<file path="src/include/ath_pkg.sv">
/*
  shared constants, register map and carrier types of the auxiliary
  trigger handshake block.
  assumes a 100 MHz core clock and a same-clock measurement engine.
*/
package ath_pkg;

  // ----------------------------------------------------------------
  // timing
  // ----------------------------------------------------------------
  localparam int CLK_NS = 10;
  localparam int BTN_MIN_NS = 1000;
  localparam int BTN_MIN_CYC = (BTN_MIN_NS + CLK_NS - 1) / CLK_NS;
  localparam longint BTN_PRESS_MAX_NS = 64'd2000000000;
  localparam int BTN_PRESS_MAX_CYC = int'(BTN_PRESS_MAX_NS / CLK_NS);
  localparam longint BTN_HARD_NS = 64'd4000000000;
  localparam int BTN_HARD_CYC = int'((BTN_HARD_NS + CLK_NS - 1) / CLK_NS);
  localparam int BTN_CNT_W = 32;

  // ----------------------------------------------------------------
  // widths and register map
  // ----------------------------------------------------------------
  localparam int ADDR_W = 4;
  localparam int DATA_W = 16;
  localparam int DAC_W = 12;
  localparam int DAC_N = 2;
  localparam logic [ADDR_W-1:0] REG_CTRL = 4'h0;
  localparam logic [ADDR_W-1:0] REG_DAC1 = 4'h1;
  localparam logic [ADDR_W-1:0] REG_DAC2 = 4'h2;
  localparam logic [ADDR_W-1:0] REG_DACO1 = 4'h3;
  localparam logic [ADDR_W-1:0] REG_DACO2 = 4'h4;
  localparam logic [ADDR_W-1:0] REG_STAT = 4'h5;
  localparam logic [ADDR_W-1:0] REG_PRESET = 4'h6;
  localparam int CTRL_W = 5;
  localparam int STAT_READY_BIT = 0;
  localparam int STAT_PRESS_BIT = 1;
  localparam int STAT_HARD_BIT = 2;
  localparam int STAT_BUSY_BIT = 3;
  localparam int PRESET_BIT = 0;
  localparam logic [DAC_W-1:0] DAC_ZERO = 12'h800;
  localparam logic POL_RST = 1'b1;
  localparam logic EXT_RST = 1'b0;
  localparam logic SINGLE_RST = 1'b0;

  // ----------------------------------------------------------------
  // synchroniser lanes
  // ----------------------------------------------------------------
  localparam int SYNC_W = 2;
  localparam int SYNC_TRIG = 0;
  localparam int SYNC_BTN = 1;
  localparam logic [SYNC_W-1:0] SYNC_RST = 2'h3;

  // ----------------------------------------------------------------
  // types
  // ----------------------------------------------------------------
  typedef enum logic [1:0] {
    SCOPE_POINT = 2'h0,
    SCOPE_CHAN = 2'h1,
    SCOPE_GLOBAL = 2'h2
  } ath_scope_t;

  typedef struct packed {
    logic single;
    ath_scope_t scope;
    logic pol_high;
    logic ext_mode;
  } ath_ctrl_t;

  typedef enum logic [2:0] {
    ST_WAIT = 3'h0,
    ST_READY = 3'h1,
    ST_RANGE = 3'h3,
    ST_ACQ = 3'h2,
    ST_ADV = 3'h6
  } ath_seq_t;

  typedef struct packed {
    logic wr;
    logic rd;
    logic [ADDR_W-1:0] addr;
    logic [DATA_W-1:0] wdata;
  } ath_bus_req_t;

  typedef struct packed {
    logic meas_idle;
    logic src_ready;
    logic point_ready;
    logic range_done;
    logic acq_done;
    logic adv_done;
    logic retrace;
    logic presweep;
  } ath_eng_in_t;

  typedef struct packed {
    logic range_go;
    logic acq_go;
    logic adv_go;
    ath_scope_t scope;
  } ath_eng_out_t;

endpackage

</file>
<file path="src/ath_sync2.sv">
/*
  two-flop synchroniser for the trigger and power button pins.
  assumes both pins idle high through their pull-ups.
*/
module ath_sync2 (
  // clock and reset
  input wire logic core_clk,
  input wire logic resetn,
  input wire logic ce,
  // pins and synchronised levels
  input wire logic [ath_pkg::SYNC_W-1:0] async_in,
  output logic [ath_pkg::SYNC_W-1:0] sync_out
);
  import ath_pkg::*;

  typedef struct packed {
    logic [SYNC_W-1:0] s1;
    logic [SYNC_W-1:0] s2;
  } ath_sync_st_t;

  ath_sync_st_t r, n;

  always_comb begin
    n = r;
    if (ce) begin
      n.s1 = async_in;
      n.s2 = r.s1;
    end
  end

  always_ff @(posedge core_clk or negedge resetn) begin
    if (!resetn) begin
      r <= {SYNC_RST, SYNC_RST};
    end else begin
      r <= n;
    end
  end

  assign sync_out = r.s2;
endmodule

</file>
<file path="src/ath_btn_timer.sv">
/*
  power button low-time counter: short press and hard reset decode.
  assumes a synchronised button-low level, high while the button is held.
*/
module ath_btn_timer #(
  parameter int PRESS_MAX_CYC = ath_pkg::BTN_PRESS_MAX_CYC,
  parameter int HARD_CYC = ath_pkg::BTN_HARD_CYC
) (
  // clock and reset
  input wire logic core_clk,
  input wire logic resetn,
  input wire logic ce,
  // button level and decoded events
  input wire logic btn_low,
  output logic press,
  output logic hard_rst
);
  import ath_pkg::*;

  typedef struct packed {
    logic [BTN_CNT_W-1:0] cnt;
    logic press;
    logic hard;
  } ath_btn_st_t;

  localparam logic [BTN_CNT_W-1:0] MIN_C = BTN_CNT_W'(BTN_MIN_CYC);
  localparam logic [BTN_CNT_W-1:0] MAX_C = BTN_CNT_W'(PRESS_MAX_CYC);
  localparam logic [BTN_CNT_W-1:0] HARD_C = BTN_CNT_W'(HARD_CYC);

  ath_btn_st_t r, n;

  always_comb begin
    n = r;
    if (ce) begin
      n.press = 1'b0;
      n.hard = 1'b0;
      if (btn_low) begin
        // saturates one past the hard limit
        if (r.cnt <= HARD_C) begin
          n.cnt = r.cnt + BTN_CNT_W'(1);
        end
        if (r.cnt == HARD_C) begin
          n.hard = 1'b1;
        end
      end else begin
        if (r.cnt >= MIN_C && r.cnt <= MAX_C) begin
          n.press = 1'b1;
        end
        n.cnt = '0;
      end
    end
  end

  always_ff @(posedge core_clk or negedge resetn) begin
    if (!resetn) begin
      r <= '0;
    end else begin
      r <= n;
    end
  end

  assign press = r.press;
  assign hard_rst = r.hard;
endmodule

</file>
<file path="src/ath_aux_trig.sv">
/*
  auxiliary port trigger handshake, analog-output update timing and
  power button decode, with a small register port.
  assumes a same-clock measurement engine that answers each go pulse
  with its done level or pulse, and raw asynchronous pins.
*/
module ath_aux_trig #(
  parameter int PRESS_MAX_CYC = ath_pkg::BTN_PRESS_MAX_CYC,
  parameter int HARD_CYC = ath_pkg::BTN_HARD_CYC
) (
  // clock and reset
  input wire logic core_clk,
  input wire logic resetn,
  input wire logic ce,
  // register port
  input wire ath_pkg::ath_bus_req_t bus_req,
  output logic [ath_pkg::DATA_W-1:0] reg_rdata,
  // measurement engine
  input wire ath_pkg::ath_eng_in_t eng_in,
  output ath_pkg::ath_eng_out_t eng_out,
  // rear panel pins
  input wire logic ext_trig_pin,
  input wire logic pwr_btn_n_pin,
  output logic trig_ready_n,
  // converter codes
  output logic [ath_pkg::DAC_W-1:0] dac1_code,
  output logic [ath_pkg::DAC_W-1:0] dac2_code,
  // power button events
  output logic btn_press,
  output logic hard_reset
);
  import ath_pkg::*;

  // ----------------------------------------------------------------
  // state
  // ----------------------------------------------------------------
  typedef struct packed {
    ath_seq_t seq;
    ath_ctrl_t ctrl;
    logic [DAC_N-1:0][DAC_W-1:0] dac_stg;
    logic [DAC_N-1:0][DAC_W-1:0] dac_out;
    logic press_seen;
    logic hard_seen;
    logic rdy_n;
    logic range_go;
    logic acq_go;
    logic adv_go;
    logic [DATA_W-1:0] rdata;
  } ath_main_st_t;

  ath_main_st_t r, n;
  logic [SYNC_W-1:0] pins_s;
  logic trig_lvl;
  logic trig_on;
  logic press_ev;
  logic hard_ev;
  logic do_preset;
  logic dac_apply;

  // ----------------------------------------------------------------
  // pin synchronisers and button timer
  // ----------------------------------------------------------------
  ath_sync2 u_sync (
    .core_clk(core_clk),
    .resetn(resetn),
    .ce(ce),
    .async_in({pwr_btn_n_pin, ext_trig_pin}),
    .sync_out(pins_s)
  );

  ath_btn_timer #(
    .PRESS_MAX_CYC(PRESS_MAX_CYC),
    .HARD_CYC(HARD_CYC)
  ) u_btn (
    .core_clk(core_clk),
    .resetn(resetn),
    .ce(ce),
    .btn_low(!pins_s[SYNC_BTN]),
    .press(press_ev),
    .hard_rst(hard_ev)
  );

  assign trig_lvl = pins_s[SYNC_TRIG];
  // asserted level compare, no edge detect
  assign trig_on = (trig_lvl == r.ctrl.pol_high);
  assign do_preset = bus_req.wr && bus_req.addr == REG_PRESET
    && bus_req.wdata[PRESET_BIT];
  assign dac_apply = r.ctrl.single ? eng_in.presweep
    : eng_in.retrace;

  // ----------------------------------------------------------------
  // next state
  // ----------------------------------------------------------------
  always_comb begin
    n = r;
    n.range_go = 1'b0;
    n.acq_go = 1'b0;
    n.adv_go = 1'b0;
    n.rdata = '0;
    if (ce) begin
      // register reads
      if (bus_req.rd) begin
        case (bus_req.addr)
          REG_CTRL: n.rdata = DATA_W'(r.ctrl);
          REG_DAC1: n.rdata = DATA_W'(r.dac_stg[0]);
          REG_DAC2: n.rdata = DATA_W'(r.dac_stg[1]);
          REG_DACO1: n.rdata = DATA_W'(r.dac_out[0]);
          REG_DACO2: n.rdata = DATA_W'(r.dac_out[1]);
          REG_STAT: begin
            n.rdata[STAT_READY_BIT] = !r.rdy_n;
            n.rdata[STAT_PRESS_BIT] = r.press_seen;
            n.rdata[STAT_HARD_BIT] = r.hard_seen;
            n.rdata[STAT_BUSY_BIT] = r.seq != ST_WAIT
              && r.seq != ST_READY;
            n.press_seen = 1'b0;
            n.hard_seen = 1'b0;
          end
          default: n.rdata = '0;
        endcase
      end
      // register writes
      if (bus_req.wr) begin
        case (bus_req.addr)
          REG_CTRL: n.ctrl = ath_ctrl_t'(bus_req.wdata[CTRL_W-1:0]);
          REG_DAC1: n.dac_stg[0] = bus_req.wdata[DAC_W-1:0];
          REG_DAC2: n.dac_stg[1] = bus_req.wdata[DAC_W-1:0];
          default: n.ctrl = n.ctrl;
        endcase
      end
      // converter update point in the sweep
      if (dac_apply) begin
        n.dac_out = r.dac_stg;
      end
      // preset: internal trigger, zero-volt converters
      if (do_preset) begin
        n.ctrl.ext_mode = 1'b0;
        for (int i = 0; i < DAC_N; i++) begin
          n.dac_stg[i] = DAC_ZERO;
          n.dac_out[i] = DAC_ZERO;
        end
      end
      // sticky button events, set wins over read clear
      if (press_ev) begin
        n.press_seen = 1'b1;
      end
      if (hard_ev) begin
        n.hard_seen = 1'b1;
      end
      // trigger sequencer
      case (r.seq)
        ST_WAIT: begin
          if (r.ctrl.ext_mode && eng_in.meas_idle && eng_in.src_ready
              && eng_in.point_ready) begin
            n.seq = ST_READY;
          end
        end
        ST_READY: begin
          if (!r.ctrl.ext_mode) begin
            n.seq = ST_WAIT;
          end else if (trig_on) begin
            n.seq = ST_RANGE;
            n.range_go = 1'b1;
          end
        end
        ST_RANGE: begin
          if (eng_in.range_done) begin
            n.seq = ST_ACQ;
            n.acq_go = 1'b1;
          end
        end
        ST_ACQ: begin
          if (eng_in.acq_done) begin
            n.seq = ST_ADV;
            n.adv_go = 1'b1;
          end
        end
        ST_ADV: begin
          if (eng_in.adv_done) begin
            n.seq = ST_WAIT;
          end
        end
        default: n.seq = ST_WAIT;
      endcase
      // ready low only in the ready state with external mode on
      n.rdy_n = !(n.seq == ST_READY && n.ctrl.ext_mode);
    end
  end

  // ----------------------------------------------------------------
  // state register
  // ----------------------------------------------------------------
  always_ff @(posedge core_clk or negedge resetn) begin
    if (!resetn) begin
      r.seq <= ST_WAIT;
      r.ctrl.single <= SINGLE_RST;
      r.ctrl.scope <= SCOPE_GLOBAL;
      r.ctrl.pol_high <= POL_RST;
      r.ctrl.ext_mode <= EXT_RST;
      r.dac_stg <= {DAC_N{DAC_ZERO}};
      r.dac_out <= {DAC_N{DAC_ZERO}};
      r.press_seen <= 1'b0;
      r.hard_seen <= 1'b0;
      r.rdy_n <= 1'b1;
      r.range_go <= 1'b0;
      r.acq_go <= 1'b0;
      r.adv_go <= 1'b0;
      r.rdata <= '0;
    end else begin
      r <= n;
    end
  end

  // ----------------------------------------------------------------
  // outputs
  // ----------------------------------------------------------------
  assign reg_rdata = r.rdata;
  assign trig_ready_n = r.rdy_n;
  assign eng_out.range_go = r.range_go;
  assign eng_out.acq_go = r.acq_go;
  assign eng_out.adv_go = r.adv_go;
  assign eng_out.scope = r.ctrl.scope;
  assign dac1_code = r.dac_out[0];
  assign dac2_code = r.dac_out[1];
  assign btn_press = press_ev;
  assign hard_reset = hard_ev;
endmodule

</file>
<file path="config.mk">
export PLATFORM = sky130hd
export DESIGN_NAME = ath_aux_trig
export DESIGN_NICKNAME = d
export VERILOG_FILES = /design/src/include/ath_pkg.sv /design/src/ath_sync2.sv /design/src/ath_btn_timer.sv /design/src/ath_aux_trig.sv
export SDC_FILE = /design/constraint.sdc
export NUM_CORES = 1
export LEC_CHECK = 0
export ABC_AREA = 1
export BUFFER_PORTS_ARGS = -buffer_cell sky130_fd_sc_hd__buf_2
export CORE_AREA = 2 2 114 143
export CTS_BUF_LIST = sky130_fd_sc_hd__clkbuf_8
export CTS_CLUSTER_DIAMETER = 200
export DETAILED_ROUTE_END_ITERATION = 16
export DIE_AREA = 0 0 116 145
export GPL_TIMING_DRIVEN = 0
export PLACE_DENSITY = 0.63
export SLEW_MARGIN = 40
export SYNTH_ARGS = -nofsm -noshare
export SYNTH_HDL_FRONTEND = slang
export SYNTH_HIERARCHICAL = 1
export SYNTH_SLANG_ARGS = --single-unit
export TNS_END_PERCENT = 10
</file>
<file path="constraint.sdc">
create_clock -name core_clk -period 2.06 [get_ports core_clk]
set_clock_uncertainty 0.1 [all_clocks]
set_input_delay 0.103 -clock core_clk [delete_from_list [all_inputs] [get_ports core_clk]]
set_output_delay 0.103 -clock core_clk [all_outputs]
set_load 0.005 [all_outputs]
</file>
# After elaboration in Yosys (flattened, before gate mapping)
# Index checks and enable logic that the tools add are counted.
[classes]
n_addsub = 1
magnitude_cmp = 3
n_eq_ne = 18
mux = 37
reduce_logical = 25
[ops]
columns = ["op", "n"]
rows = [
  ["$mux 49", 2],
  ["$mux 32", 2],
  ["$pmux 8 s5", 1],
  ["$mux 12", 3],
  ["$add 32x1->32 const B", 1],
  ["$eq 32x29->1 const B", 1],
  ["$ge 32x7->1 const B", 1],
  ["$le 32x28->1 const B", 1],
  ["$le 32x29->1 const B", 1],
  ["$mux 25", 1],
  ["$mux 24", 1],
  ["$pmux 4 s6", 1],
  ["$mux 3", 7],
  ["$mux 19", 1],
  ["$mux 1", 15],
  ["$ne 3x1->1 const B", 5],
  ["$pmux 3 s5", 1],
  ["$reduce_and 3->1", 5],
  ["$eq 4x3->1 const B", 3],
  ["$reduce_bool 2->1", 5],
  ["$eq 4x2->1 const B", 2],
  ["$logic_and 1x1->1", 8],
  ["$eq 3x1->1 const B", 2],
  ["$eq 3x2->1 const B", 2],
  ["other kinds (9)", 12],
]
[word_totals]
ff_bits = 116
in_bits = 35
output_inout_bits = 48
wordCells = 105

# Depth between registers and ports, before layout
# Gate-level depths: netlist (run 1).
[depth]
word_depth = 9
mapped_depth = 12

# By module
# The synthesis (run 1) kept the hierarchy.
[modules_own_cells]
columns = ["mod", "instances", "cells_each", "area_per_inst_um2"]
rows = [
  ["ath_aux_trig", 1, 445, 3867.5],
  ["ath_btn_timer", 1, 463, 2792.7],
  ["ath_sync2", 1, 19, 168.9],
]

# Worst setup path after synthesis (run 1)
# No wires, ideal clock.
[synth_path]
kind = "reg2reg"
startpoint = "reg u_btn/r[2] (netlist name)"
endpoint = "reg u_btn/r[2] (netlist name)"
setup_ps = 117
t_arrival_ps = 1471
required_time_ps = 1843
path_slack_ps = 372
stages_incl_launch_ff = 13
path_buffers = 2
path_cell_list = "dfrtp_1 -> inv_1 -> ha_1 -> nand3_1 -> nor2_1 -> nand2_2 -> nor2_4 -> nor2_2 -> nand2_4 -> buf_8 -> buf_12 -> nand3_1 -> nand2_1"
[synth_between]
elab_chain_len = 3
word_cells_on_any_way = 6
classes_between = "1 x add/sub; 1 x order compare; 2 x mux; 2 x reduce/logical"
[synth_rtl]
columns = ["element", "line", "rtl"]
rows = [
  ["start: declaration", "ath_btn_timer.sv:30", "ath_btn_st_t r, n;"],
  ["start signal: assignment", "ath_btn_timer.sv:58", "r <= n;"],
  ["$add 32x1->32 / $le 32x29->1 (equally long branches)", "ath_btn_timer.sv:40, ath_btn_timer.sv:39", ""],
  ["$mux 32 / $reduce_bool 2->1 (equally long branches)", "--", ""],
  ["$mux 32 / $reduce_and 2->1 (equally long branches)", "--", ""],
]
# Several ways; a longest one is shown, not always the timed one. The select of a mux whose other input is x is not followed.
# A chain may end at the register's enable or synchronous reset.

# Final worst setup path (run 1)
[layout_path]
startpoint = "reg u_btn/r[18] (netlist name)"
endpoint = "reg u_btn/r[18] (netlist name)"
# The elaborated chain is that of the path after synthesis.

==> results of run 1 <==
==> through the flow <==
step | instance area, um2 | instances | utilization | hold slack (ps)
after CTS | 7930 | 1253 | 0.513 | 30.0
after floorplan | 6840 | 930 | - | -293
after global routing | 7940 | 1253 | 0.514 | 69.7
final | 7940 | 1253 | 0.514 | 40.6
after detailed placement | 7510 | 1217 | 0.487 | -78.6
after global placement | 7480 | 1216 | 0.484 | 211
==> sequential cells by signal, indices dropped and copies added, names as in the netlist <==
name / flops
u_sync/sync_out: 2
dac2_code: 12
dac1_code: 12
u_sync/r: 2
u_btn/r: 32
reg_rdata: 12
eng_out: 5
u_btn/hard_rst: 1
u_btn/press: 1
trig_ready_n: 1
r: 32
==> layout make-up <==
type | count | area (um2)
Inverter | 84 | 315
Tap cell | 212 | 265
Clock inverter | 7 | 78.8
Timing Repair Buffer | 95 | 608
Sequential cell | 112 | 2820
Buffer | 76 | 571
Multi-Input combinational cell | 658 | 3160
Clock buffer | 9 | 124
Fill cell | 1579 | 7500
==> worst paths after layout <==
| path | end | slack, ps |
|---|---|---|
| max | u_btn/r[18] | 150 |
| min | r[20] | 40 |
| max reg2reg | u_btn/r[18] | 150 |
| min reg2reg | u_sync/sync_out[1] | 380 |
| max in group asynchronous | u_sync/sync_out[0] | 1110 |
| min in group asynchronous | eng_out[4] | 80 |
==> metal layers <==
| metal | vias to the layer above | GRT usage |
|---|---|---|
| li1 | 3071 | - |
| met1 | 2741 | 0.267 |
| met4 | 0 | 0.0804 |
| met5 | - | 0 |
| met2 | 119 | 0.383 |
| met3 | 29 | 0.0192 |
==> worst max-delay path: stages, from the launching register on <==
cell and delay [ps]:
dfrtp_1 470, nand2_1 150, inv_1 110, nand2_1 60, nor2_2 170, nand2_2 110, nor2_4 100, nor2_2 60
nand2_4 70, nand2_2 60, buf_2 210, nand2_1 80, nand2_1 50
==> layout by cell type, fill, tap and decap left out, drive strengths merged, types with 2 or more instances in the layout <==
cell           n
nand2        324
buf          145
nor2         139
dfrtp        101
inv           88
nand3         70
o21ai         60
dlygate4sd3   20
clkbuf        15
dfstp         11
a21oi         10
o22ai          9
xor2           9
nand4          8
nor3           8
conb           4
mux2           3
xnor2          3
o211ai         2
a31oi          2
a22oi          2
ha             2
==> power groups by stage <==
stage               Sequential (W)  Combinational, W  Clock, W
finish                     0.00264           0.00110   0.00140
global route               0.00268           0.00124   0.00151
CTS                        0.00264           0.00110   0.00144
detailed placement         0.00268           0.00107         0
global placement           0.00267           0.00105         0
floorplan                  0.00263          0.000729         0
==> kinds of logic (layout without fill, tap and decap cells) <==
family,after synthesis,count (layout),synth area share
and+or+nand+nor,551,551,0.343
buffers and inverters,160,271,0.129
DFF,112,112,0.412
AOI/OAI and AO/OA,86,86,0.0909
xor gates and xnor gates,12,12,0.0154
muxes,3,3,0.00495
adders and majority gates,2,2,0.00366
other,1,4,0.000549
==> repair_timing <==
item,CTS,global route
buffers inserted,0,0
pin swaps,0,0
hold buffers,20,0
resized for setup,5,5
hold endpoints to repair,139,0
setup endpoints to repair,22,30
==> metrics.csv, run 1 <==
metric,value,unit
total grt overflow,0,
nature of the critical path startpoint,flip-flop,
post-synth top area share,0.370,
asr flop ratio synth,1.00,
RSZ-0062 raised after global routing,false,
count of final max-slew check failures,0,
Worst-path clk slew,120,ps
# setup viols final,0,
all-layer global routing usage,0.216,
most frequent cell after synthesis,nand2_1,
CP startpoint,u_btn/r[18],
Unique masters post-synth,40,
vias in the first global route,5773,
number of synthesized flops with an enable pin,0,
Final Hold Fails,0,
metal3 WL,529,um
CP Max Fanout,10,
WL final,17.4,mm
combinational power share,0.213,
largest net degree at the start of global routing,67,
critical path type,reg -> reg,
die area,16800,um2
Diodes inserted,0,
via/cell ratio,4.76,
TritonCTS Buffers,9,
initial antenna violation count,0,
Post-route DRC,0,
TritonCTS clock tree,built,
synth cell count leaders,"nand2_1 (315), nor2_1 (128), dfrtp_1 (101), inv_1 (69), nand3_1 (59)",
overall via count from detail_route,5960,
CTS Buffer Depth,2,
Setup WS pre-CTS,-135,ps
Least-Margin Pin Slew,560,ps
WL/cell,13.9,um
Reg-to-Reg Start,u_btn/r[18],
GP Congestion,0.962,
CTS Sinks,112,
fmax,0.523,GHz
Max VDD drop,0.288,mV
Hold Path Depth,4,
die width,116,um
worst path required time,2260,ps
Clock power frac,0.272,
Tmin final,1910,ps
Yosys top cell by area,dfrtp_1,
synth-to-layout area growth,16.3,%
Pint,0.00355,W
average cell area after synthesis,7.37,um2
ys flop type,dfrtp_1,
top sig layer,met4,
Sw Pwr,0.00159,W
CTS root buffer,clkbuf_8,
port bufs,74,
IO Count,83,
metal2 WL,8.92,mm
clock latency on the worst-skew pair,400,ps
setup ws final,146,ps
Synth area leaders,"dfrtp_1 (37%), nand2_1 (17%), nor2_1 (7.0%)",
"Period Utilization, post-route",0.929,
initial DRC count,346,
CP arrival,2110,ps
Pwr Total,0.00514,W
htree depth,3,
Core Region,15400,um2
Syn Std Cell Area,6830,um2
setup TNS,0,ps
min-delay src,bus_req[20],
status,"finished, final reports clean",
maxcap violations,0,
Pleak,3.99,nW
R2R depth,12,
Net Sw Frac,0.309,
Worst Setup End Kind,flip-flop,
Detailed Routing Iterations Pass 1,5,
sequential power share,0.514,
Rel. slew slack,0.627,
Starting Density,0.442,
detailed placer's ending HPWL,13.1,mm
yosys warns,6,
Hold Crit Class,in -> reg,
Post-Syn Instances,927,
PwrDens,647,nW/um2
Placement Rows,51,
Die Ht,145,um
Metal-1 WL,7.42,mm
layout cells sized above 1,0.253,
first-pass GRT wire length,28.4,mm
layout net count,1073,
sequential share of the synthesized area,0.412,
Routed Antenna Nets,0,
post-synthesis register bit count,112,
Note: power is estimated with default switching activity, not from simulation.
==> run 2, diff against run 1 <==
--- a/config.mk
+++ b/config.mk
@@ -7,16 +7,15 @@
 export LEC_CHECK = 0
 export ABC_AREA = 1
 export BUFFER_PORTS_ARGS = -buffer_cell sky130_fd_sc_hd__buf_2
-export CORE_AREA = 2 2 114 143
+export CORE_AREA = 2 2 110 139
 export CTS_BUF_LIST = sky130_fd_sc_hd__clkbuf_8
 export CTS_CLUSTER_DIAMETER = 200
 export DETAILED_ROUTE_END_ITERATION = 16
-export DIE_AREA = 0 0 116 145
+export DIE_AREA = 0 0 112 141
 export GPL_TIMING_DRIVEN = 0
-export PLACE_DENSITY = 0.63
+export PLACE_DENSITY = 0.64
 export SLEW_MARGIN = 40
 export SYNTH_ARGS = -nofsm -noshare
 export SYNTH_HDL_FRONTEND = slang
-export SYNTH_HIERARCHICAL = 1
 export SYNTH_SLANG_ARGS = --single-unit
 export TNS_END_PERCENT = 10
==> run 2 against run 1 <==
Net effect:
- synthesized cell count shrank 3.9%
- critical path depth increased by 1
- combinational power shrank 4%
- area after synthesis shrank 6.4%
- utilization rose by 0.31 points
==> metrics.csv, run 2 <==
metric,value,unit
die area,15800,um2
port bufs,74,
layout net count,1043,
Placement Rows,50,
post-synthesis register bit count,112,
Unique masters post-synth,32,
multiplexer share of the synthesized area,0.00352,
Fill cells,1517,
kind of cell adding the most delay to the critical path,simple AND/OR/NAND/NOR gates,
first-pass GRT wire length,28.0,mm
xor-xnor portion of the synthesized cell area,0.0164,
Placed Instance Area,7040,um2
Top Registers,"r x32, u_btn.r x32",
critical path type,reg -> reg,
Diodes inserted,0,
Synth Area in Simple Gates,0.295,
count of final max-slew check failures,0,
Finished Layout Cells,1193,
Core Region,14600,um2
WL final,17.0,mm
Syn Std Cell Area,6390,um2
# setup viols final,0,
synth cell count leaders,"nand2_1 (243), nor2_1 (127), inv_1 (105), dfrtp_1 (101), nand3_1 (60)",
die width,112,um
Rel. slew slack,0.608,
sequential share of the synthesized area,0.441,
number of synthesized flops with an enable pin,0,
overall via count from detail_route,5921,
Detailed Routing Iterations Pass 1,4,
CTS Sinks,112,
CTS Buffer Depth,2,
Final Hold Fails,0,
all-layer global routing usage,0.221,
layout cells sized above 1,0.197,
worst path required time,2250,ps
status,"finished, final reports clean",
WL/cell,14.2,um
worst path bufs/invs,4,
TritonCTS Buffers,9,
"most used cell, CP",nand2_1,
asr flop ratio synth,1.00,
initial antenna violation count,0,
PwrDens,674,nW/um2
htree depth,3,
initial DRC count,334,
placed insts,1151,
Tmin final,1980,ps
main combinational cell family by area after synthesis,simple AND/OR/NAND/NOR gates,
RSZ-0062 raised after global routing,true,
"commonest non-fill, non-tap cell in the layout",nand2_1,
average cell area after synthesis,7.17,um2
design area,7570,um2
"commonest cells after routing, fill and taps aside","nand2_1 (241), nor2_1 (117), inv_1 (103)",
setup ws final,75.4,ps
ys flop type,dfrtp_1,
TritonCTS clock tree,built,
Post-route DRC,0,
Worst-path clk slew,110,ps
synth-to-layout area growth,18.5,%
Routed Antenna Nets,0,
via/cell ratio,4.96,
Synth area leaders,"dfrtp_1 (40%), nand2_1 (14%), nor2_1 (7.5%)",
crit-path cells,inv_2 -> ha_1 -> nand2_1 -> inv_1 -> nand4_1 -> nor2_2 -> nand2_2 -> nand3_4 -> nand2_4 -> buf_6 -> buf_8 -> nand2_1 -> nand2_1,
Die Ht,141,um
Post-Syn Instances,891,
Critical Path Max Stage Delay,470,ps
largest net degree at the start of global routing,69,
CTS root buffer,clkbuf_8,
IO Count,83,
Pleak,3.71,nW
adder-cell share of the synthesized area,0.00392,
Yosys top cell by area,dfrtp_1,
Worst Setup End Kind,flip-flop,
clock latency on the worst-skew pair,390,ps
CP arrival,2180,ps
"Period Utilization, post-route",0.963,
"Max stage delay cell, worst path",dfrtp_2,
Least-Margin Pin Slew,586,ps
total grt overflow,0,
fmax,0.504,GHz
GP Congestion,0.995,
post-synth top area share,0.395,
Setup WS pre-CTS,-90.6,ps
maxcap violations,0,
Starting Density,0.437,
detailed placer's ending HPWL,12.9,mm
most frequent cell after synthesis,nand2_1,
Hold Crit Class,in -> reg,
vias in the first global route,5693,
Synth Area in Compound Gates,0.0981,
nature of the critical path startpoint,flip-flop,
yosys warns,0,
Max VDD drop,0.400,mV
CP Max Fanout,10,
==> run 2: cell count changes after synthesis, moves of 20 or more <==
cell     delta
inv_1      +36
nand2_1    -72
o21ai_0    +20
o21ai_2    -32
o22ai_1    +35
==> run 2: metal layers <==
layer | wire [um] | part of all wire | vias up | global-route usage
li1 | - | - | 3017 | -
met1 | 7090 | 0.42 | 2713 | 0.268
met2 | 8640 | 0.51 | 153 | 0.392
met3 | 643 | 0.038 | 38 | 0.0284
met4 | 582 | 0.034 | 0 | 0.0976
met5 | 0 | 0 | - | 0
==> run 2: worst paths after layout <==
path,end,startpoint,cells past startpoint,slack (ps)
hold / removal,r[46],bus_req[0],5,50
min in group asynchronous,dac2_code[7],resetn,2,70
hold reg to reg,u_sync.r[3],u_sync.r[3],2,380
setup reg to reg,u_btn.r[30],u_btn.r[2],13,80
setup / recovery,u_btn.r[30],u_btn.r[2],13,80
max in group asynchronous,dac1_code[11],resetn,3,1080
==> run 2: metrics by stage <==
stage	utilization	setup TNS [ps]	power (W)	hold slack [ps]
floorplan	-	0	0.00327	-293
global placement	0.478	-58190	0.00362	214
detailed placement	0.481	-611	0.00365	-72.8
CTS	0.511	0	0.00512	36.2
global route	0.517	-66.0	0.00540	73.5
finish	0.517	0	0.00510	49.2
==> run 2: logic make-up (layout without fill, tap and decap cells) <==
family / after synthesis / after routing
and+or+nand+nor: 462 / 462
buffers and inverters: 188 / 305
AOI/OAI and AO/OA: 112 / 112
DFF: 112 / 112
xor gates and xnor gates: 12 / 12
adders and majority gates: 2 / 2
muxes: 2 / 2
other: 1 / 4
==> run 2: final cells by class <==
class                      instances  area (um2)  share of cell area
clock inverter                     6        75.1             0.00991
buffer                            79         502              0.0662
tap                              182         228              0.0301
timing repair buffer             104         676              0.0892
multi-input combinational        594        2740               0.361
inverter                         106         398              0.0525
clock buffer                      10         138              0.0182
sequential                       112        2820               0.373
==> run 2: tightest hold or removal path: stages <==
cell and delay, ps:
buf_2 120, nand2_1 70, inv_1 40, nand2_1 80
o21ai_0 90
==> run 2: power by group <==
| part | internal (W) | switching, W | leakage [nW] | total [W] |
|---|---|---|---|---|
| combinational | 0.000495 | 0.000565 | 2.12 | 0.00106 |
| clock | 0.000618 | 0.000820 | 0.111 | 0.00144 |
| sequential | 0.00246 | 0.000144 | 1.48 | 0.00261 |
==> run 2: timing repair <==
item | CTS | global route
pin swaps | 0 | 3
hold buffers | 21 | 0
resized for setup | 4 | 20
setup endpoints to repair | 18 | 33
setup buffers | 1 | 6
hold endpoints to repair | 136 | 0
cloned | 0 | 1
==> run 3, diff against run 2 <==
--- a/config.mk
+++ b/config.mk
@@ -5,13 +5,12 @@
 export SDC_FILE = /design/constraint.sdc
 export NUM_CORES = 1
 export LEC_CHECK = 0
-export ABC_AREA = 1
 export BUFFER_PORTS_ARGS = -buffer_cell sky130_fd_sc_hd__buf_2
-export CORE_AREA = 2 2 110 139
+export CORE_AREA = 2 2 103 130
 export CTS_BUF_LIST = sky130_fd_sc_hd__clkbuf_8
 export CTS_CLUSTER_DIAMETER = 200
 export DETAILED_ROUTE_END_ITERATION = 16
-export DIE_AREA = 0 0 112 141
+export DIE_AREA = 0 0 105 132
 export GPL_TIMING_DRIVEN = 0
 export PLACE_DENSITY = 0.64
 export SLEW_MARGIN = 40
==> run 3 against run 2 <==
Net effect:
- the flow now finishes with violations (setup timing)
- clock power decreased by 11%
- worst setup slack got worse by 550 ps
- count of clock-buffer cells in the layout decreased by 1
- synthesized cell count decreased by 36%
- combinational power decreased by 15%
- sequential share of layout area increased by 3.9 points
- routed wire length decreased by 12%
- area after synthesis decreased by 13%
==> metrics.csv, run 3 <==
metric,value,unit
Unique masters post-synth,49,
WL/cell,17.3,um
worst path required time,2260,ps
htree depth,3,
Tmin final,2530,ps
Rel. slew slack,0.413,
Pleak,3.13,nW
Max VDD drop,0.334,mV
critical path type,reg -> reg,
clock latency on the worst-skew pair,390,ps
Syn Std Cell Area,5580,um2
GP Congestion,0.875,
setup TNS,-10370,ps
synth-to-layout area growth,22.8,%
hold slack,25.0,ps
Top Registers,"r x32, u_btn.r x32",
total grt overflow,0,
post-synth top area share,0.453,
"Max stage delay cell, worst path",dfrtp_1,
Core Region,12500,um2
Synth Area in Simple Gates,0.170,
port bufs,73,
CTS Buffer Depth,2,
reg-to-reg setup timing slack,-470,ps
Least-Margin Pin Slew,874,ps
CTS Sinks,112,
Placed Instance Area,6230,um2
Diodes inserted,0,
ys flop type,dfrtp_1,
"Period Utilization, post-route",1.23,
vias in the first global route,4682,
first-pass GRT wire length,23.6,mm
Routed Antenna Nets,0,
"commonest cells after routing, fill and taps aside","dfrtp_1 (100), buf_2 (73), buf_4 (58), nand2_1 (58), o21ai_0 (32)",
CP Max Fanout,7,
largest net degree at the start of global routing,58,
CP arrival,2740,ps
initial antenna violation count,0,
maxcap violations,0,
RSZ-0062 raised after global routing,true,
Die Ht,132,um
initial DRC count,280,
Starting Density,0.445,
most frequent cell after synthesis,dfrtp_1,
crit-path cells,nor3_4 -> nand4_1 -> o41ai_4 -> buf_4 -> o21ai_4 -> buf_6 -> buf_4 -> or3_4 -> a21oi_2,
RR Endpoint,u_btn.r[28],
Detailed Routing Iterations Pass 1,5,
PwrDens,714,nW/um2
TritonCTS clock tree,built,
layout cells sized above 1,0.313,
yosys warns,0,
all-layer global routing usage,0.213,
Final Hold Fails,0,
Placement Rows,46,
Yosys top cell by area,dfrtp_1,
via/cell ratio,5.53,
Synth Area in Compound Gates,0.198,
TritonCTS Buffers,9,
WL final,14.9,mm
# setup viols final,29,
CTS root buffer,clkbuf_8,
count of final max-slew check failures,0,
die width,105,um
design area,6850,um2
met1 usage,0.248,
busiest layer in global routing,met2,
synth cell count leaders,"dfrtp_1 (101), nand2_1 (58), o21ai_0 (48), buf_4 (46), a21oi_1 (35)",
fmax,0.394,GHz
"commonest non-fill, non-tap cell in the layout",dfrtp_1,
end of the critical path,u_btn.r[28],
GR Util met2,0.390,
Hold Crit Class,in -> reg,
average cell area after synthesis,9.82,um2
adder-cell share of the synthesized area,0.00449,
failing checks,setup timing,
main combinational cell family by area after synthesis,compound AO/OA/AOI/OAI gates,
setup ws final,-475,ps
Post-Syn Instances,568,
detailed placer's ending HPWL,10.2,mm
min-delay src,bus_req[21],
xor-xnor portion of the synthesized cell area,0.00471,
asr flop ratio synth,1.00,
Worst Setup End Kind,flip-flop,
multiplexer share of the synthesized area,0.0242,
Worst-path clk slew,120,ps
Critical Path Max Stage Delay,500,ps
post-synthesis register bit count,112,
CP startpoint,u_btn.r[29],
number of synthesized flops with an enable pin,0,
Reg-to-Reg Start,u_btn.r[29],
nature of the critical path startpoint,flip-flop,
"most used cell, CP",buf_4,
met3 usage,0.0262,
R2R depth,9,
IO Count,83,
Post-route DRC,0,
die area,13900,um2
Synth area leaders,"dfrtp_1 (45%), buf_4 (6.2%), dfstp_2 (5.2%)",
layout net count,723,
status,finished with violations,
sequential share of the synthesized area,0.505,
overall via count from detail_route,4754,
==> run 3: changes by cell type in the layout (fill, tap and decap cells not counted), moves of 24 or more <==
cell and change:
o22ai_1 -44, nand2_1 -183, inv_1 -89, nor2_1 -98
a22oi_1 +26, a22o_1 +24, nand3_1 -48
==> run 3: logic make-up (layout without fill, tap and decap cells) <==
group	count (synthesis)	count (layout)
buffers and inverters	89	209
other	1	4
adder cells (fa/ha/maj)	2	2
multiplexers	12	12
AO/OA/AOI/OAI	168	168
flip-flops	112	112
XOR/XNOR	3	3
AND/OR/NAND/NOR	181	181
==> run 3: timing repair <==
item / 4_1_cts / 5_1_grt
setup endpoints to repair: 49 / 51
buffers inserted: 8 / 5
pin swaps: 18 / 7
hold buffers: 17 / 0
endpoints found under the hold margin: 135 / 0
gates resized for setup: 22 / 28
gates cloned: 1 / 0
==> run 3: report_power, final <==
group          total, W  switching, W  internal (W)
Sequential      0.00271      0.000251       0.00246
Clock           0.00128      0.000811      0.000470
Combinational  0.000898      0.000418      0.000480
==> run 3: layout make-up <==
class	instances	area (um2)
fill	1171	5700
tap	168	210
timing repair buffer	106	691
buffer	73	502
inverter	14	52.6
sequential	112	2820
multi-input combinational	370	2390
clock inverter	7	60.1
clock buffer	9	124
==> run 3: worst min-delay path by stage <==
stage	to	slack, ps	cells after the start
finish	r[57]	20	3
global route	r[21]	40	3
CTS	r[57]	6	3
detailed placement	reg_rdata[10]	-40	1
global placement	eng_out[2]	240	3
floorplan	dac1_code[0]	-290	0
==> run 3: per-layer routing <==
| metal | wire, um | part of all wire |
|---|---|---|
| met5 | 0 | 0 |
| met2 | 7940 | 0.53 |
| met4 | 405 | 0.027 |
| met3 | 553 | 0.037 |
| met1 | 6000 | 0.40 |
==> run 3: worst max-delay path, delay by kind of cell (launching register included) <==
family | cells | cell delay [ps]
and+or+nand+nor | 3 | 800
DFF | 1 | 500
AOI/OAI and AO/OA | 3 | 600
buffers and inverters | 3 | 450
==> run 3: metrics by stage <==
step,util,total power (W),setup WS (ps),std cells
floorplan,-,0.00323,-204,571
global placement,0.493,0.00357,-516,812
detailed placement,0.497,0.00361,-604,814
CTS,0.535,0.00492,-574,856
global route,0.546,0.00513,-599,859
finish,0.546,0.00489,-475,859
